File: src/tx_ctrl_defs.svh
`ifndef TX_CTRL_DEFS_SVH
`define TX_CTRL_DEFS_SVH

// ==========================================================
// Serial word layout
`define WORD_BITS          24
`define ADDR_BITS          4
`define DATA_MSB           23
`define DATA_LSB           4
`define CNT_FULL           5'h18

// ==========================================================
// Register addresses
`define ADDR_OPERATION_CONTROL        4'h4
`define ADDR_CONFIG        4'h5

// ==========================================================
// Power-up values
`define OPERATION_CONTROL_RESET       16'h892F
`define CONFIG_RESET       16'hD03F

// ==========================================================
// Operation control fields
`define OP_LO_PORT_SELECT          15
`define OP_RF_HOLD         14
`define OP_IF_HOLD         13
`define OP_MODE_HI         12
`define OP_MODE_LO         11
`define OP_IF_PAIR         10
`define OP_OSC_BAND        9
`define OP_GAIN_HI         8
`define OP_GAIN_LO         6
`define OP_SIDEBAND        5
`define OP_BUF_EN          4
`define OP_MOD_KIND        3
`define OP_STANDBY_N            2
`define OP_TX_STANDBY_N         1
`define OP_SOFT_HARD_SHUTDOWN_PIN       0

// ==========================================================
// Configuration fields
`define CF_IF_SYNTH        15
`define CF_RF_SYNTH        14
`define CF_RESERVED        13
`define CF_BB_LEVEL        12
`define CF_BUF_DIV         11
`define CF_EXT_OSC         10
`define CF_IF_PUMP_HI      9
`define CF_IF_PUMP_LO      8
`define CF_RF_PUMP_HI      7
`define CF_RF_PUMP_LO      6
`define CF_IF_POL          5
`define CF_RF_POL          4
`define CF_IF_BOOST        3
`define CF_RF_BOOST        2
`define CF_LOCK_HI         1
`define CF_LOCK_LO         0

`endif

File: src/tx_ctrl_pkg.sv
package tx_ctrl_pkg;

    typedef enum logic [1:0] {
        MODE_FM       = 2'h0,
        MODE_CELL     = 2'h1,
        MODE_PCS_HIGH = 2'h2,
        MODE_PCS_LOW  = 2'h3
    } op_mode_t;

    typedef enum logic [1:0] {
        LOCK_TEST = 2'h0,
        LOCK_IF   = 2'h1,
        LOCK_RF   = 2'h2,
        LOCK_BOTH = 2'h3
    } lock_src_t;

    typedef enum logic [1:0] {
        PH_IDLE  = 2'h1,
        PH_SHIFT = 2'h2
    } phase_t;

    typedef struct packed {
        logic [2:0]  cs_sync;
        logic [2:0]  sclk_sync;
        logic [2:0]  sdi_sync;
        logic [2:0]  gate_sync;
        logic [2:0]  hard_shutdown_pin_sync;
        logic [2:0]  if_lock_sync;
        logic [2:0]  rf_lock_sync;
        logic        cs_level;
        logic        sclk_level;
        logic        gate_level;
        logic        hard_shutdown_pin_level;
        phase_t      phase;
        logic [23:0] shift;
        logic [4:0]  count;
        logic [15:0] op;
        logic [15:0] cfg;
        logic        soft_off;
        logic        rf_hold_eff;
        logic        if_hold_eff;
        logic        rf_low_on;
        logic        rf_out1_on;
        logic        rf_out0_on;
        logic        if_pair_high;
        logic        upconv_on;
        logic        mod_on;
        logic        if_pll_on;
        logic        rf_pll_on;
        logic        if_osc_on;
        logic        if_lo_buf_on;
        logic        lock_pin;
    } ctrl_state_t;

endpackage

File: src/tx_control_config_registers.sv
`timescale 1ns/1ps
`default_nettype none
`include "tx_ctrl_defs.svh"

// Function
// - bit 15 picks low-band LO port, default 1
// - boost hold bits need matching boost enable
// - mode field picks FM, cellular, PCS outputs
// - high IF pair forced low in FM mode
// - bit 9 picks high IF oscillator band
// - three-bit IF gain code, default 100
// - bit 5 selects upper sideband, default 1
// - IF LO buffer enable and divide-by-two
// - bit 3 quadrature, else direct oscillator modulation
// - standby clear powers down all but registers
// - transmit standby off equals gate pin low
// - soft shutdown clears registers, bus stays alive
// - config bits 15,14 power down synthesizers
// - bit 12 selects baseband input level
// - bit 10 bypasses internal IF oscillator
// - IF pump current code, default 00
// - RF pump current code, default 00
// - detector polarity bits, default positive
// - acquisition boost enables for both pumps
// - lock field chooses lock pin source
// - 24-bit word, 20 data then 4 address
// - address 4 operation, 5 configuration, low 16
// - both shutdowns lose registers, standby keeps
module tx_control_config_registers
    import tx_ctrl_pkg::*;
(
    // Clock and reset
    input  wire logic        clk_sys,
    input  wire logic        resetn,
    // Serial pins
    input  wire logic        sclk,
    input  wire logic        sdi,
    input  wire logic        cs_n,
    // Override pins
    input  wire logic        transmit_gate_pin,
    input  wire logic        hard_shutdown_pin,
    // Lock detectors
    input  wire logic        if_lock,
    input  wire logic        rf_lock,
    // Operation control fields
    output logic             lo_port_select,
    output logic             rf_boost_hold,
    output logic             if_boost_hold,
    output logic [1:0]       mode_code,
    output logic             rf_low_out_on,
    output logic             rf_out1_on,
    output logic             rf_out0_on,
    output logic             if_pair_high,
    output logic             if_osc_band_select,
    output logic [2:0]       if_gain_code,
    output logic             upper_sideband,
    output logic             if_lo_buf_on,
    output logic             modulation_kind,
    output logic             standby_n,
    output logic             transmit_standby_n,
    output logic             soft_shutdown_n,
    // Configuration fields
    output logic             if_synth_off_n,
    output logic             rf_synth_off_n,
    output logic             baseband_level_select,
    output logic             if_lo_div2,
    output logic             ext_osc_input_select,
    output logic [1:0]       if_pump_current,
    output logic [1:0]       rf_pump_current,
    output logic             if_detector_polarity,
    output logic             rf_detector_polarity,
    output logic             if_acquire_boost,
    output logic             rf_acquire_boost,
    output logic [1:0]       lock_output_source,
    // Power enables and lock pin
    output logic             upconverter_on,
    output logic             modulator_on,
    output logic             if_pll_on,
    output logic             rf_pll_on,
    output logic             if_osc_on,
    output logic             lock_pin
);

    ctrl_state_t st;
    ctrl_state_t next_st;

    // Per-cycle decode helpers
    logic        sclk_rise;
    logic        cs_fall;
    logic        cs_rise;
    logic [19:0] word_data;
    logic [3:0]  word_addr;
    logic        active;
    logic        tx_path;
    logic        if_lock_agree;
    logic        rf_lock_agree;

    // ==========================================================
    // Next-state logic
    always_comb begin
        next_st = st;

        // Three-stage pin synchronisers; a level counts once stages 2 and 3 agree, except sdi, which is taken from stage 3 directly
        next_st.cs_sync      = {st.cs_sync[1:0], cs_n};
        next_st.sclk_sync    = {st.sclk_sync[1:0], sclk};
        next_st.sdi_sync     = {st.sdi_sync[1:0], sdi};
        next_st.gate_sync    = {st.gate_sync[1:0], transmit_gate_pin};
        next_st.hard_shutdown_pin_sync    = {st.hard_shutdown_pin_sync[1:0], hard_shutdown_pin};
        next_st.if_lock_sync = {st.if_lock_sync[1:0], if_lock};
        next_st.rf_lock_sync = {st.rf_lock_sync[1:0], rf_lock};

        if (st.cs_sync[1] == st.cs_sync[2]) begin
            next_st.cs_level = st.cs_sync[2];
        end
        if (st.sclk_sync[1] == st.sclk_sync[2]) begin
            next_st.sclk_level = st.sclk_sync[2];
        end
        if (st.gate_sync[1] == st.gate_sync[2]) begin
            next_st.gate_level = st.gate_sync[2];
        end
        if (st.hard_shutdown_pin_sync[1] == st.hard_shutdown_pin_sync[2]) begin
            next_st.hard_shutdown_pin_level = st.hard_shutdown_pin_sync[2];
        end

        // Edges of the filtered serial levels
        sclk_rise = next_st.sclk_level & ~st.sclk_level;
        cs_fall   = ~next_st.cs_level & st.cs_level;
        cs_rise   = next_st.cs_level & ~st.cs_level;

        // Address in the low nibble, data above it
        word_data = st.shift[`DATA_MSB:`DATA_LSB];
        word_addr = st.shift[`ADDR_BITS-1:0];

        // Serial receiver
        case (st.phase)
            PH_IDLE: begin
                // A falling chip select opens a frame
                if (cs_fall) begin
                    next_st.phase = PH_SHIFT;
                    next_st.count = 5'h0;
                end
            end
            PH_SHIFT: begin
                if (cs_rise) begin
                    next_st.phase = PH_IDLE;
                    // Only a complete word touches the registers
                    if (st.count >= `CNT_FULL) begin
                        if (word_addr == `ADDR_OPERATION_CONTROL) begin
                            if (!word_data[`OP_SOFT_HARD_SHUTDOWN_PIN]) begin
                                // Both registers return to power-up, bus stays alive
                                next_st.op       = `OPERATION_CONTROL_RESET;
                                next_st.cfg      = `CONFIG_RESET;
                                next_st.soft_off = 1'b1;
                            end else begin
                                next_st.op       = word_data[15:0];
                                next_st.soft_off = 1'b0;
                            end
                        end else if (word_addr == `ADDR_CONFIG) begin
                            next_st.cfg = word_data[15:0];
                        end
                    end
                end else if (sclk_rise) begin
                    next_st.shift = {st.shift[`WORD_BITS-2:0], st.sdi_sync[2]};
                    // Saturate so a long frame still counts as complete
                    if (st.count != 5'h1F) begin
                        next_st.count = st.count + 5'h1;
                    end
                end
            end
            default: begin
                next_st.phase = PH_IDLE;
            end
        endcase

        // Hardware shutdown: registers lost, serial bus held off
        if (!next_st.hard_shutdown_pin_level) begin
            next_st.op       = `OPERATION_CONTROL_RESET;
            next_st.cfg      = `CONFIG_RESET;
            next_st.soft_off = 1'b0;
            next_st.phase    = PH_IDLE;
        end

        // Derived controls, computed from the values being loaded
        active  = next_st.hard_shutdown_pin_level & ~next_st.soft_off
                & next_st.op[`OP_STANDBY_N];
        tx_path = active & next_st.op[`OP_TX_STANDBY_N] & next_st.gate_level;

        next_st.upconv_on    = tx_path;
        next_st.mod_on       = tx_path;
        next_st.if_pll_on    = active & next_st.cfg[`CF_IF_SYNTH];
        next_st.rf_pll_on    = active & next_st.cfg[`CF_RF_SYNTH];
        next_st.if_osc_on    = active & ~next_st.cfg[`CF_EXT_OSC];
        next_st.if_lo_buf_on = active & next_st.op[`OP_BUF_EN];

        // Boost holds only act with acquisition boost on
        next_st.rf_hold_eff = next_st.op[`OP_RF_HOLD] & next_st.cfg[`CF_RF_BOOST];
        next_st.if_hold_eff = next_st.op[`OP_IF_HOLD] & next_st.cfg[`CF_IF_BOOST];

        // FM mode always uses the low IF pair
        next_st.if_pair_high = next_st.op[`OP_IF_PAIR]
                             & (next_st.op[`OP_MODE_HI:`OP_MODE_LO] != MODE_FM);

        // Only the output of the selected mode is driven
        next_st.rf_low_on  = 1'b0;
        next_st.rf_out1_on = 1'b0;
        next_st.rf_out0_on = 1'b0;
        case (op_mode_t'(next_st.op[`OP_MODE_HI:`OP_MODE_LO]))
            MODE_FM: begin
                next_st.rf_low_on = tx_path;
            end
            MODE_CELL: begin
                next_st.rf_low_on = tx_path;
            end
            MODE_PCS_HIGH: begin
                next_st.rf_out1_on = tx_path;
            end
            MODE_PCS_LOW: begin
                next_st.rf_out0_on = tx_path;
            end
            default: begin
                next_st.rf_low_on = 1'b0;
            end
        endcase

        // Lock levels count once sync stages 2 and 3 agree
        if_lock_agree = (st.if_lock_sync[1] == st.if_lock_sync[2]);
        rf_lock_agree = (st.rf_lock_sync[1] == st.rf_lock_sync[2]);

        // Lock pin source; the test code drives the pin low
        case (lock_src_t'(next_st.cfg[`CF_LOCK_HI:`CF_LOCK_LO]))
            LOCK_IF: begin
                if (if_lock_agree) begin
                    next_st.lock_pin = st.if_lock_sync[2];
                end
            end
            LOCK_RF: begin
                if (rf_lock_agree) begin
                    next_st.lock_pin = st.rf_lock_sync[2];
                end
            end
            LOCK_BOTH: begin
                if (if_lock_agree && rf_lock_agree) begin
                    next_st.lock_pin = st.if_lock_sync[2] & st.rf_lock_sync[2];
                end
            end
            default: begin
                next_st.lock_pin = 1'b0;
            end
        endcase
    end

    // ==========================================================
    // State register
    always_ff @(posedge clk_sys) begin
        if (!resetn) begin
            // Pins read as idle until the synchronisers fill
            st.cs_sync      <= 3'h7;
            st.sclk_sync    <= 3'h0;
            st.sdi_sync     <= 3'h0;
            st.gate_sync    <= 3'h0;
            st.hard_shutdown_pin_sync    <= 3'h0;
            st.if_lock_sync <= 3'h0;
            st.rf_lock_sync <= 3'h0;
            st.cs_level     <= 1'b1;
            st.sclk_level   <= 1'b0;
            st.gate_level   <= 1'b0;
            st.hard_shutdown_pin_level   <= 1'b0;

            // Receiver idle, registers at power-up values
            st.phase        <= PH_IDLE;
            st.shift        <= 24'h000000;
            st.count        <= 5'h00;
            st.op           <= `OPERATION_CONTROL_RESET;
            st.cfg          <= `CONFIG_RESET;
            st.soft_off     <= 1'b0;

            // Derived enables start off
            st.rf_hold_eff  <= 1'b0;
            st.if_hold_eff  <= 1'b0;
            st.rf_low_on    <= 1'b0;
            st.rf_out1_on   <= 1'b0;
            st.rf_out0_on   <= 1'b0;
            st.if_pair_high <= 1'b0;
            st.upconv_on    <= 1'b0;
            st.mod_on       <= 1'b0;
            st.if_pll_on    <= 1'b0;
            st.rf_pll_on    <= 1'b0;
            st.if_osc_on    <= 1'b0;
            st.if_lo_buf_on <= 1'b0;
            st.lock_pin     <= 1'b0;
        end else begin
            st <= next_st;
        end
    end

    // ==========================================================
    // Outputs straight from the state register
    assign lo_port_select        = st.op[`OP_LO_PORT_SELECT];
    assign rf_boost_hold         = st.rf_hold_eff;
    assign if_boost_hold         = st.if_hold_eff;
    assign mode_code             = st.op[`OP_MODE_HI:`OP_MODE_LO];
    assign rf_low_out_on         = st.rf_low_on;
    assign rf_out1_on            = st.rf_out1_on;
    assign rf_out0_on            = st.rf_out0_on;
    assign if_pair_high          = st.if_pair_high;
    assign if_osc_band_select    = st.op[`OP_OSC_BAND];
    assign if_gain_code          = st.op[`OP_GAIN_HI:`OP_GAIN_LO];
    assign upper_sideband        = st.op[`OP_SIDEBAND];
    assign if_lo_buf_on          = st.if_lo_buf_on;
    assign modulation_kind       = st.op[`OP_MOD_KIND];
    assign standby_n             = st.op[`OP_STANDBY_N];
    assign transmit_standby_n    = st.op[`OP_TX_STANDBY_N];
    assign soft_shutdown_n       = ~st.soft_off;

    // Configuration fields
    assign if_synth_off_n        = st.cfg[`CF_IF_SYNTH];
    assign rf_synth_off_n        = st.cfg[`CF_RF_SYNTH];
    assign baseband_level_select = st.cfg[`CF_BB_LEVEL];
    assign if_lo_div2            = st.cfg[`CF_BUF_DIV];
    assign ext_osc_input_select  = st.cfg[`CF_EXT_OSC];
    assign if_pump_current       = st.cfg[`CF_IF_PUMP_HI:`CF_IF_PUMP_LO];
    assign rf_pump_current       = st.cfg[`CF_RF_PUMP_HI:`CF_RF_PUMP_LO];
    assign if_detector_polarity  = st.cfg[`CF_IF_POL];
    assign rf_detector_polarity  = st.cfg[`CF_RF_POL];
    assign if_acquire_boost      = st.cfg[`CF_IF_BOOST];
    assign rf_acquire_boost      = st.cfg[`CF_RF_BOOST];
    assign lock_output_source    = st.cfg[`CF_LOCK_HI:`CF_LOCK_LO];

    // Power enables and lock pin
    assign upconverter_on        = st.upconv_on;
    assign modulator_on          = st.mod_on;
    assign if_pll_on             = st.if_pll_on;
    assign rf_pll_on             = st.rf_pll_on;
    assign if_osc_on             = st.if_osc_on;
    assign lock_pin              = st.lock_pin;

endmodule

`default_nettype wire

File: config.mk
export PLATFORM = sky130hd
export DESIGN_NAME = tx_control_config_registers
export DESIGN_NICKNAME = d
export VERILOG_FILES = /design/src/tx_ctrl_pkg.sv /design/src/tx_control_config_registers.sv
export VERILOG_INCLUDE_DIRS = /design/src /design/src/src
export SDC_FILE = /design/constraint.sdc
export NUM_CORES = 1
export LEC_CHECK = 0
export ABC_CLOCK_PERIOD_IN_PS = 2300
export BUFFER_PORTS_ARGS = -buffer_cell sky130_fd_sc_hd__buf_2
export CAP_MARGIN = 20
export CORE_MARGIN = 2
export CORE_UTILIZATION = 24
export CTS_CLUSTER_SIZE = 20
export DETAILED_ROUTE_END_ITERATION = 12
export SLEW_MARGIN = 20
export SYNTH_ARGS = -nofsm -noshare
export SYNTH_HDL_FRONTEND = slang
export SYNTH_SLANG_ARGS = --single-unit
File: constraint.sdc
create_clock -name clk_sys -period 2.3 [get_ports clk_sys]
set_input_delay 0.115 -clock clk_sys [delete_from_list [all_inputs] [get_ports clk_sys]]
set_output_delay 0.115 -clock clk_sys [all_outputs]
set_load 0.01 [all_outputs]
[Yosys cells after proc, flatten, opt, wreduce, memory -nomap -nowiden]
Cells that the tools add are included.
Word-level totals
  word-level logic and storage cells: 124
  input bits: 9
  flip-flop bits (word level): 97
  output and inout port bits: 40
  latch bits: 0
  memories kept: 0
  memory bits (read-only): 0
  memory bits (writable): 0
Cells by class
  bitwise operators: 22
  div/mod/pow operators: 0
  eq/ne operators: 26
  $mul: 0
  $lt $le $gt $ge: 1
  shifts and indexed selects: 0
  mux-type cells: 27
  add/sub/neg operators: 1
  reduce and logical (&&, ||, !) cells: 16
Operator list (count)
  32-bit two-way mux: 4
  16-bit two-way mux: 4
  5-bit two-way mux: 4
  2-bit inequality test, second input constant: 9
  1-bit AND: 15
  15-bit two-way mux: 1
  2-bit == test, second input constant: 5
  5-bit case mux with 2 select lines: 1
  2-bit AND reduction: 5
  5-bit AND reduction: 2
  1-bit two-way mux: 9
  4-bit by 3-bit == test with 1-bit output, second input constant: 2
  1-bit inverter: 7
  1-bit == test: 6
  2-bit by 1-bit == test with 1-bit output, second input constant: 3
  3-bit AND reduction: 2
  2-bit nonzero test: 3
  5-bit by 1-bit adder with 5-bit output, second input constant: 1
  5-bit greater-or-equal comparator, second input constant: 1
  5-bit inequality test, second input constant: 1
  2-bit two-way mux: 2
  2-bit case mux with 2 select lines: 1
  4-bit AND reduction: 1
  1-bit case mux with 3 select lines: 1
  other kinds (3): 3

[Logic depth before layout (Yosys ltp)]
  depth in word-level cells: 12
  mapped depth: 7
  depth with buffers taken out: 7

[Worst setup path before layout]
No wires, ideal clock.
  kind: reg-to-reg
  start point: reg st[80] (netlist bit)
  end point: reg if_pair_high (netlist name)
  path slack: 0.423 ns
  library setup time: 0.122 ns
  cell stages (with the launch flop): 6
  data arrival time: 1.755 ns
  required time: 2.178 ns
  path buffers: 1
  period minus slack after synthesis: 1.877 ns
  path through: dfxtp_1 nand2b_1 or4_1 buf_2 or4b_1 o311a_1
Between the ends
  word-level cells in the longest chain between the ends: 7
  elaborated cells on any way between the ends: 8
  those cells by class: 4 x mux; 3 x bitwise; 1 x reduce/logical
RTL lines
  start, declared: line tx_control_config_registers.sv:84  | ctrl_state_t st;
  1-bit two-way mux or 1-bit inverter (tied branches): line tx_control_config_registers.sv:112, tx_control_config_registers.sv:128
  1-bit AND (*): line tx_control_config_registers.sv:128  | cs_rise = next_st.cs_level & ~st.cs_level;
  32-bit two-way mux (*): line tx_control_config_registers.sv:144  | if (cs_rise) begin
  32-bit two-way mux (*): line tx_control_config_registers.sv:135  | case (st.phase)
  32-bit two-way mux (*): line tx_control_config_registers.sv:176  | if (!next_st.hard_shutdown_pin_level) begin
  2-bit nonzero test: line tx_control_config_registers.sv:201  | & (next_st.op[`OP_MODE_HI:`OP_MODE_LO] != MODE_FM);
  1-bit AND (*): line tx_control_config_registers.sv:200  | next_st.if_pair_high = next_st.op[`OP_IF_PAIR]
Mark *: on every way between the ends. The rest lies on a longest branch, timed or not.
A chain may end at the register's enable or synchronous reset.

[Worst setup path after layout]
  start point: reg st[46] (netlist bit)
  end point: reg st[49] (netlist bit)
Between the ends
  word-level cells in the longest chain between the ends: 5
  elaborated cells on any way between the ends: 8
  those cells by class: 1 x add/sub; 2 x eq/ne; 4 x mux; 1 x reduce/logical
RTL lines
  5-bit by 1-bit adder with 5-bit output: line tx_control_config_registers.sv:166  | next_st.count = st.count + 5'h1;
  5-bit two-way mux: line tx_control_config_registers.sv:165  | if (st.count != 5'h1F) begin
  5-bit two-way mux: line tx_control_config_registers.sv:162  | end else if (sclk_rise) begin
  5-bit two-way mux: line tx_control_config_registers.sv:144
  5-bit case mux with 2 select lines: line tx_control_config_registers.sv:135
Parallel ways exist; a longest one is shown, timed or not. The select of a mux whose other input is x is not followed.

==> metrics.md <==
| Metric | Value |
|---|---|
| Outcome | `finished, final reports clean` |
| Top FF cell, synth | `dfxtp_1` |
| Post-CTS setup buffers | `0` |
| Setup Skew | `0.00667 ns` |
| Post-DRT Antenna Nets | `0` |
| Port Buf Inserts | `48` |
| Nets | `423` |
| Vias per std cell | `4.48` |
| Crit path cell chain | `ha_1, and3_1, ha_1, o31ai_1, a21oi_1, or3_1, a21oi_1` |
| Final setup viols | `0` |
| RSZ-0062 raised after global routing | `no` |
| Slowest CP cell | `or3_1` |
| Most frequent cells in the layout | `dfxtp_1 (95), buf_2 (48), nor2_1 (45)` |
| Register area share after synthesis | `0.531` |
| Clock Latency Late Sink | `0.34 ns` |
| Vias | `2692` |
| DPL Wire Length | `5.52 mm` |
| Total wire length | `7.72 mm` |
| Critical path fanouts, max | `7` |
| Storage cell area | `1900 um2` |
| Routed len/inst | `12.8 um` |
| Leakage | `1.80 nW` |
| Ant. Diodes | `0` |
| Final Util | `0.299` |
| Cells after synthesis | `367` |
| Hold worst-path end | `next_st[86]` |
| Reg clk slew, reported paths | `0.06 ns` |
| Initial DRC Count | `169` |
| Setup CP Type | `flop to flop` |
| CP arrival | `2.27 ns` |
| Final Hold Vio Count | `0` |
| Buf/Inv on CP | `0` |
| CTS tree | `yes` |
| Yosys cell types | `50` |
| Total power | `0.00325 W` |
| Multi-input gate area | `1490 um2` |
| CP max stage delay | `0.39 ns` |
| Worst Path Required | `2.57 ns` |
| Core Box Area | `14500 um2` |
| Max VDD drop | `0.000372 V` |
| IO Count | `49` |
| R2R setup slack | `0.30 ns` |
| Hold Path Cell Cnt | `2` |
| Cell taking the most area after synthesis | `dfxtp_1` |
| Final std cells w/o fill | `601` |
| Initial antenna violation count | `0` |
| Synthesis Warnings | `0` |
| Power per cell area | `750 nW/um2` |
| Max-cap violations | `0` |
| Layout area overhead | `21.3%` |
| Num CTS Buffers | `9` |
| Crit. path cell count | `7` |
| Fmax | `0.500 GHz` |
| Initial Util | `0.246` |
| R2r endpoint | `st[49]` |
| Die Span Y | `126 um` |
| Commonest non-fill, non-tap cell in the layout | `dfxtp_1` |
| Critical Path End Type | `flop` |
| R2r worst-path depth | `7` |
| Worst Max-Slew Pin Slew | `0.595 ns` |
| Hold Startpoint | `resetn` |
| Root Driver | `clkbuf_16` |
| CTS H-tree lvls | `3` |
| Die ar. | `15900 um2` |
| FF+latch count, synth | `95` |
| Worst hold margin | `0.104 ns` |
| Total negative setup slack | `0 ns` |
| Slew HR | `0.603` |
| Number of global-route vias before repair | `2656` |
| Layout cells sized above 1 | `0.189` |
| Syn_nets | `378` |
| Cell Rows | `44` |
| Crit path launch type | `flop` |
| First-pass GRT wire length | `13.1 mm` |
| Overall Global Routing Usage | `0.103` |
| Largest net degree at the start of global routing | `24` |
| Synthesized area | `3580 um2` |
| Async SR Flop Fraction | `0` |
| Post-synth EDFFs | `0` |
| Hold Crit Class | `input pin to flop` |
| Fin crit period | `2.00 ns` |
| Drt first pass iters | `4` |
| Final Max Slew Viols | `0` |
| Post-CTS sizing | `0` |
| Clock buffer depth | `2` |
| Worst r2r src | `st[46]` |
| Period utilization | `0.870` |
| Average size of a mapped cell | `9.75 um2` |
| CTS Sinks | `95` |
| # fillers | `1532` |
| Area share of the leading cell type in the synthesized netlist | `0.531` |
| Top post-synthesis cells by area | `dfxtp_1 (53%), mux2i_1 (7.0%), nor2_1 (4.7%)` |
| Delay-heaviest family, CP | `compound AO/OA/AOI/OAI gates` |
| Die width | `126 um` |
| GP Congestion | `0.771` |
| DP Cell Count | `578` |
| Congestion Overflow GR | `0` |
| Post-route DRC | `0` |
worst register-to-register path, delay by kind of cell, from the launching register on:
family	cells	cell delay (ns)
flip-flops	1	0.33
adder cells (fa/ha/maj)	2	0.41
AO/OA/AOI/OAI	3	0.62
AND/OR/NAND/NOR	2	0.57
cell type report:
type,count,area share
inverters,9,0.00778
flip-flops and latches,95,0.438
multi-input cells,233,0.342
clock inverters,2,0.00865
well taps,184,0.0530
clock buffers,14,0.0631
repair buffers,64,0.0871
what timing repair did:
action / 4_1_cts / 5_1_grt
hold endpoints to repair: 7 / 0
setup endpoints to repair: 0 / 0
hold buffers: 7 / 0
worst max-delay path by stage:
| stage | endpoint | slack (ns) | from |
|---|---|---|---|
| 5_1_grt | st[49] | 0.15 | st[46] |
| 2_1_floorplan | if_pair_high | 0.42 | st[80] |
| 6_report | st[49] | 0.30 | st[46] |
| 4_1_cts | rf_out1_on | 0.30 | next_st[101] |
| 3_3_place_gp | rf_out1_on | 0.31 | st[80] |
| 3_5_place_dp | rf_out1_on | 0.31 | next_st[101] |
cells by family after synthesis:
family,count (synthesis),share of synthesized area
adders and majority gates,4,0.0126
AOI/OAI and AO/OA,57,0.0968
DFF,95,0.531
xor gates and xnor gates,3,0.00734
and+or+nand+nor,144,0.227
buffers and inverters,39,0.0549
muxes,25,0.0699
sequential cells by signal (all words and copies together), names as in the netlist, 2 cells and up:
| signal | cells |
|---|---|
| st | 43 |
| next_st | 14 |
| if_gain_code | 3 |
| if_pump_current | 2 |
| rf_pump_current | 2 |
| lock_output_source | 2 |
| mode_code | 2 |
synthesized netlist by cell type (2+ instances only):
cell       number
dfxtp_1        95
nor2_1         45
mux2i_1        25
nand2_1        24
and2_1         20
a21oi_1        17
clkbuf_1       14
buf_4          12
o21ai_0        11
nand3_1        10
inv_1           9
nand2b_1        7
o22ai_1         7
a22oi_1         5
nor3b_1         5
o21ai_1         5
and3_1          4
buf_2           4
or3_1           4
nand4bb_1       3
nor4_1          3
a211oi_1        2
a41oi_1         2
ha_1            2
maj3_1          2
nand4b_1        2
nor2b_1         2
nor3_1          2
or2_1           2
xnor2_1         2
per-stage QoR:
stage	setup slack (ns)	area, um2
6_report	0.299	4340
5_1_grt	0.151	4340
4_1_cts	0.299	4340
3_5_place_dp	0.310	3960
3_3_place_gp	0.314	3960
2_1_floorplan	0.423	3580
per-layer routing:
| layer | up-vias | share of wire | wire length [um] | track usage |
|---|---|---|---|---|
| met3 | 16 | 0.051 | 393 | 0.0361 |
| li1 | 1338 | - | - | - |
| met2 | 70 | 0.44 | 3390 | 0.156 |
| met4 | 0 | 0.019 | 147 | 0.0349 |
| met1 | 1268 | 0.49 | 3790 | 0.136 |
| met5 | - | 0 | 0 | 0 |
power by group:
group | internal (W) | switching [W] | leakage (nW)
Combinational | 0.0000329 | 0.0000287 | 0.883
Sequential | 0.00166 | 0.00000973 | 0.770
Clock | 0.000932 | 0.000588 | 0.149
Total | 0.00263 | 0.000627 | 1.80
Note: power is estimated with default switching activity, not from simulation.
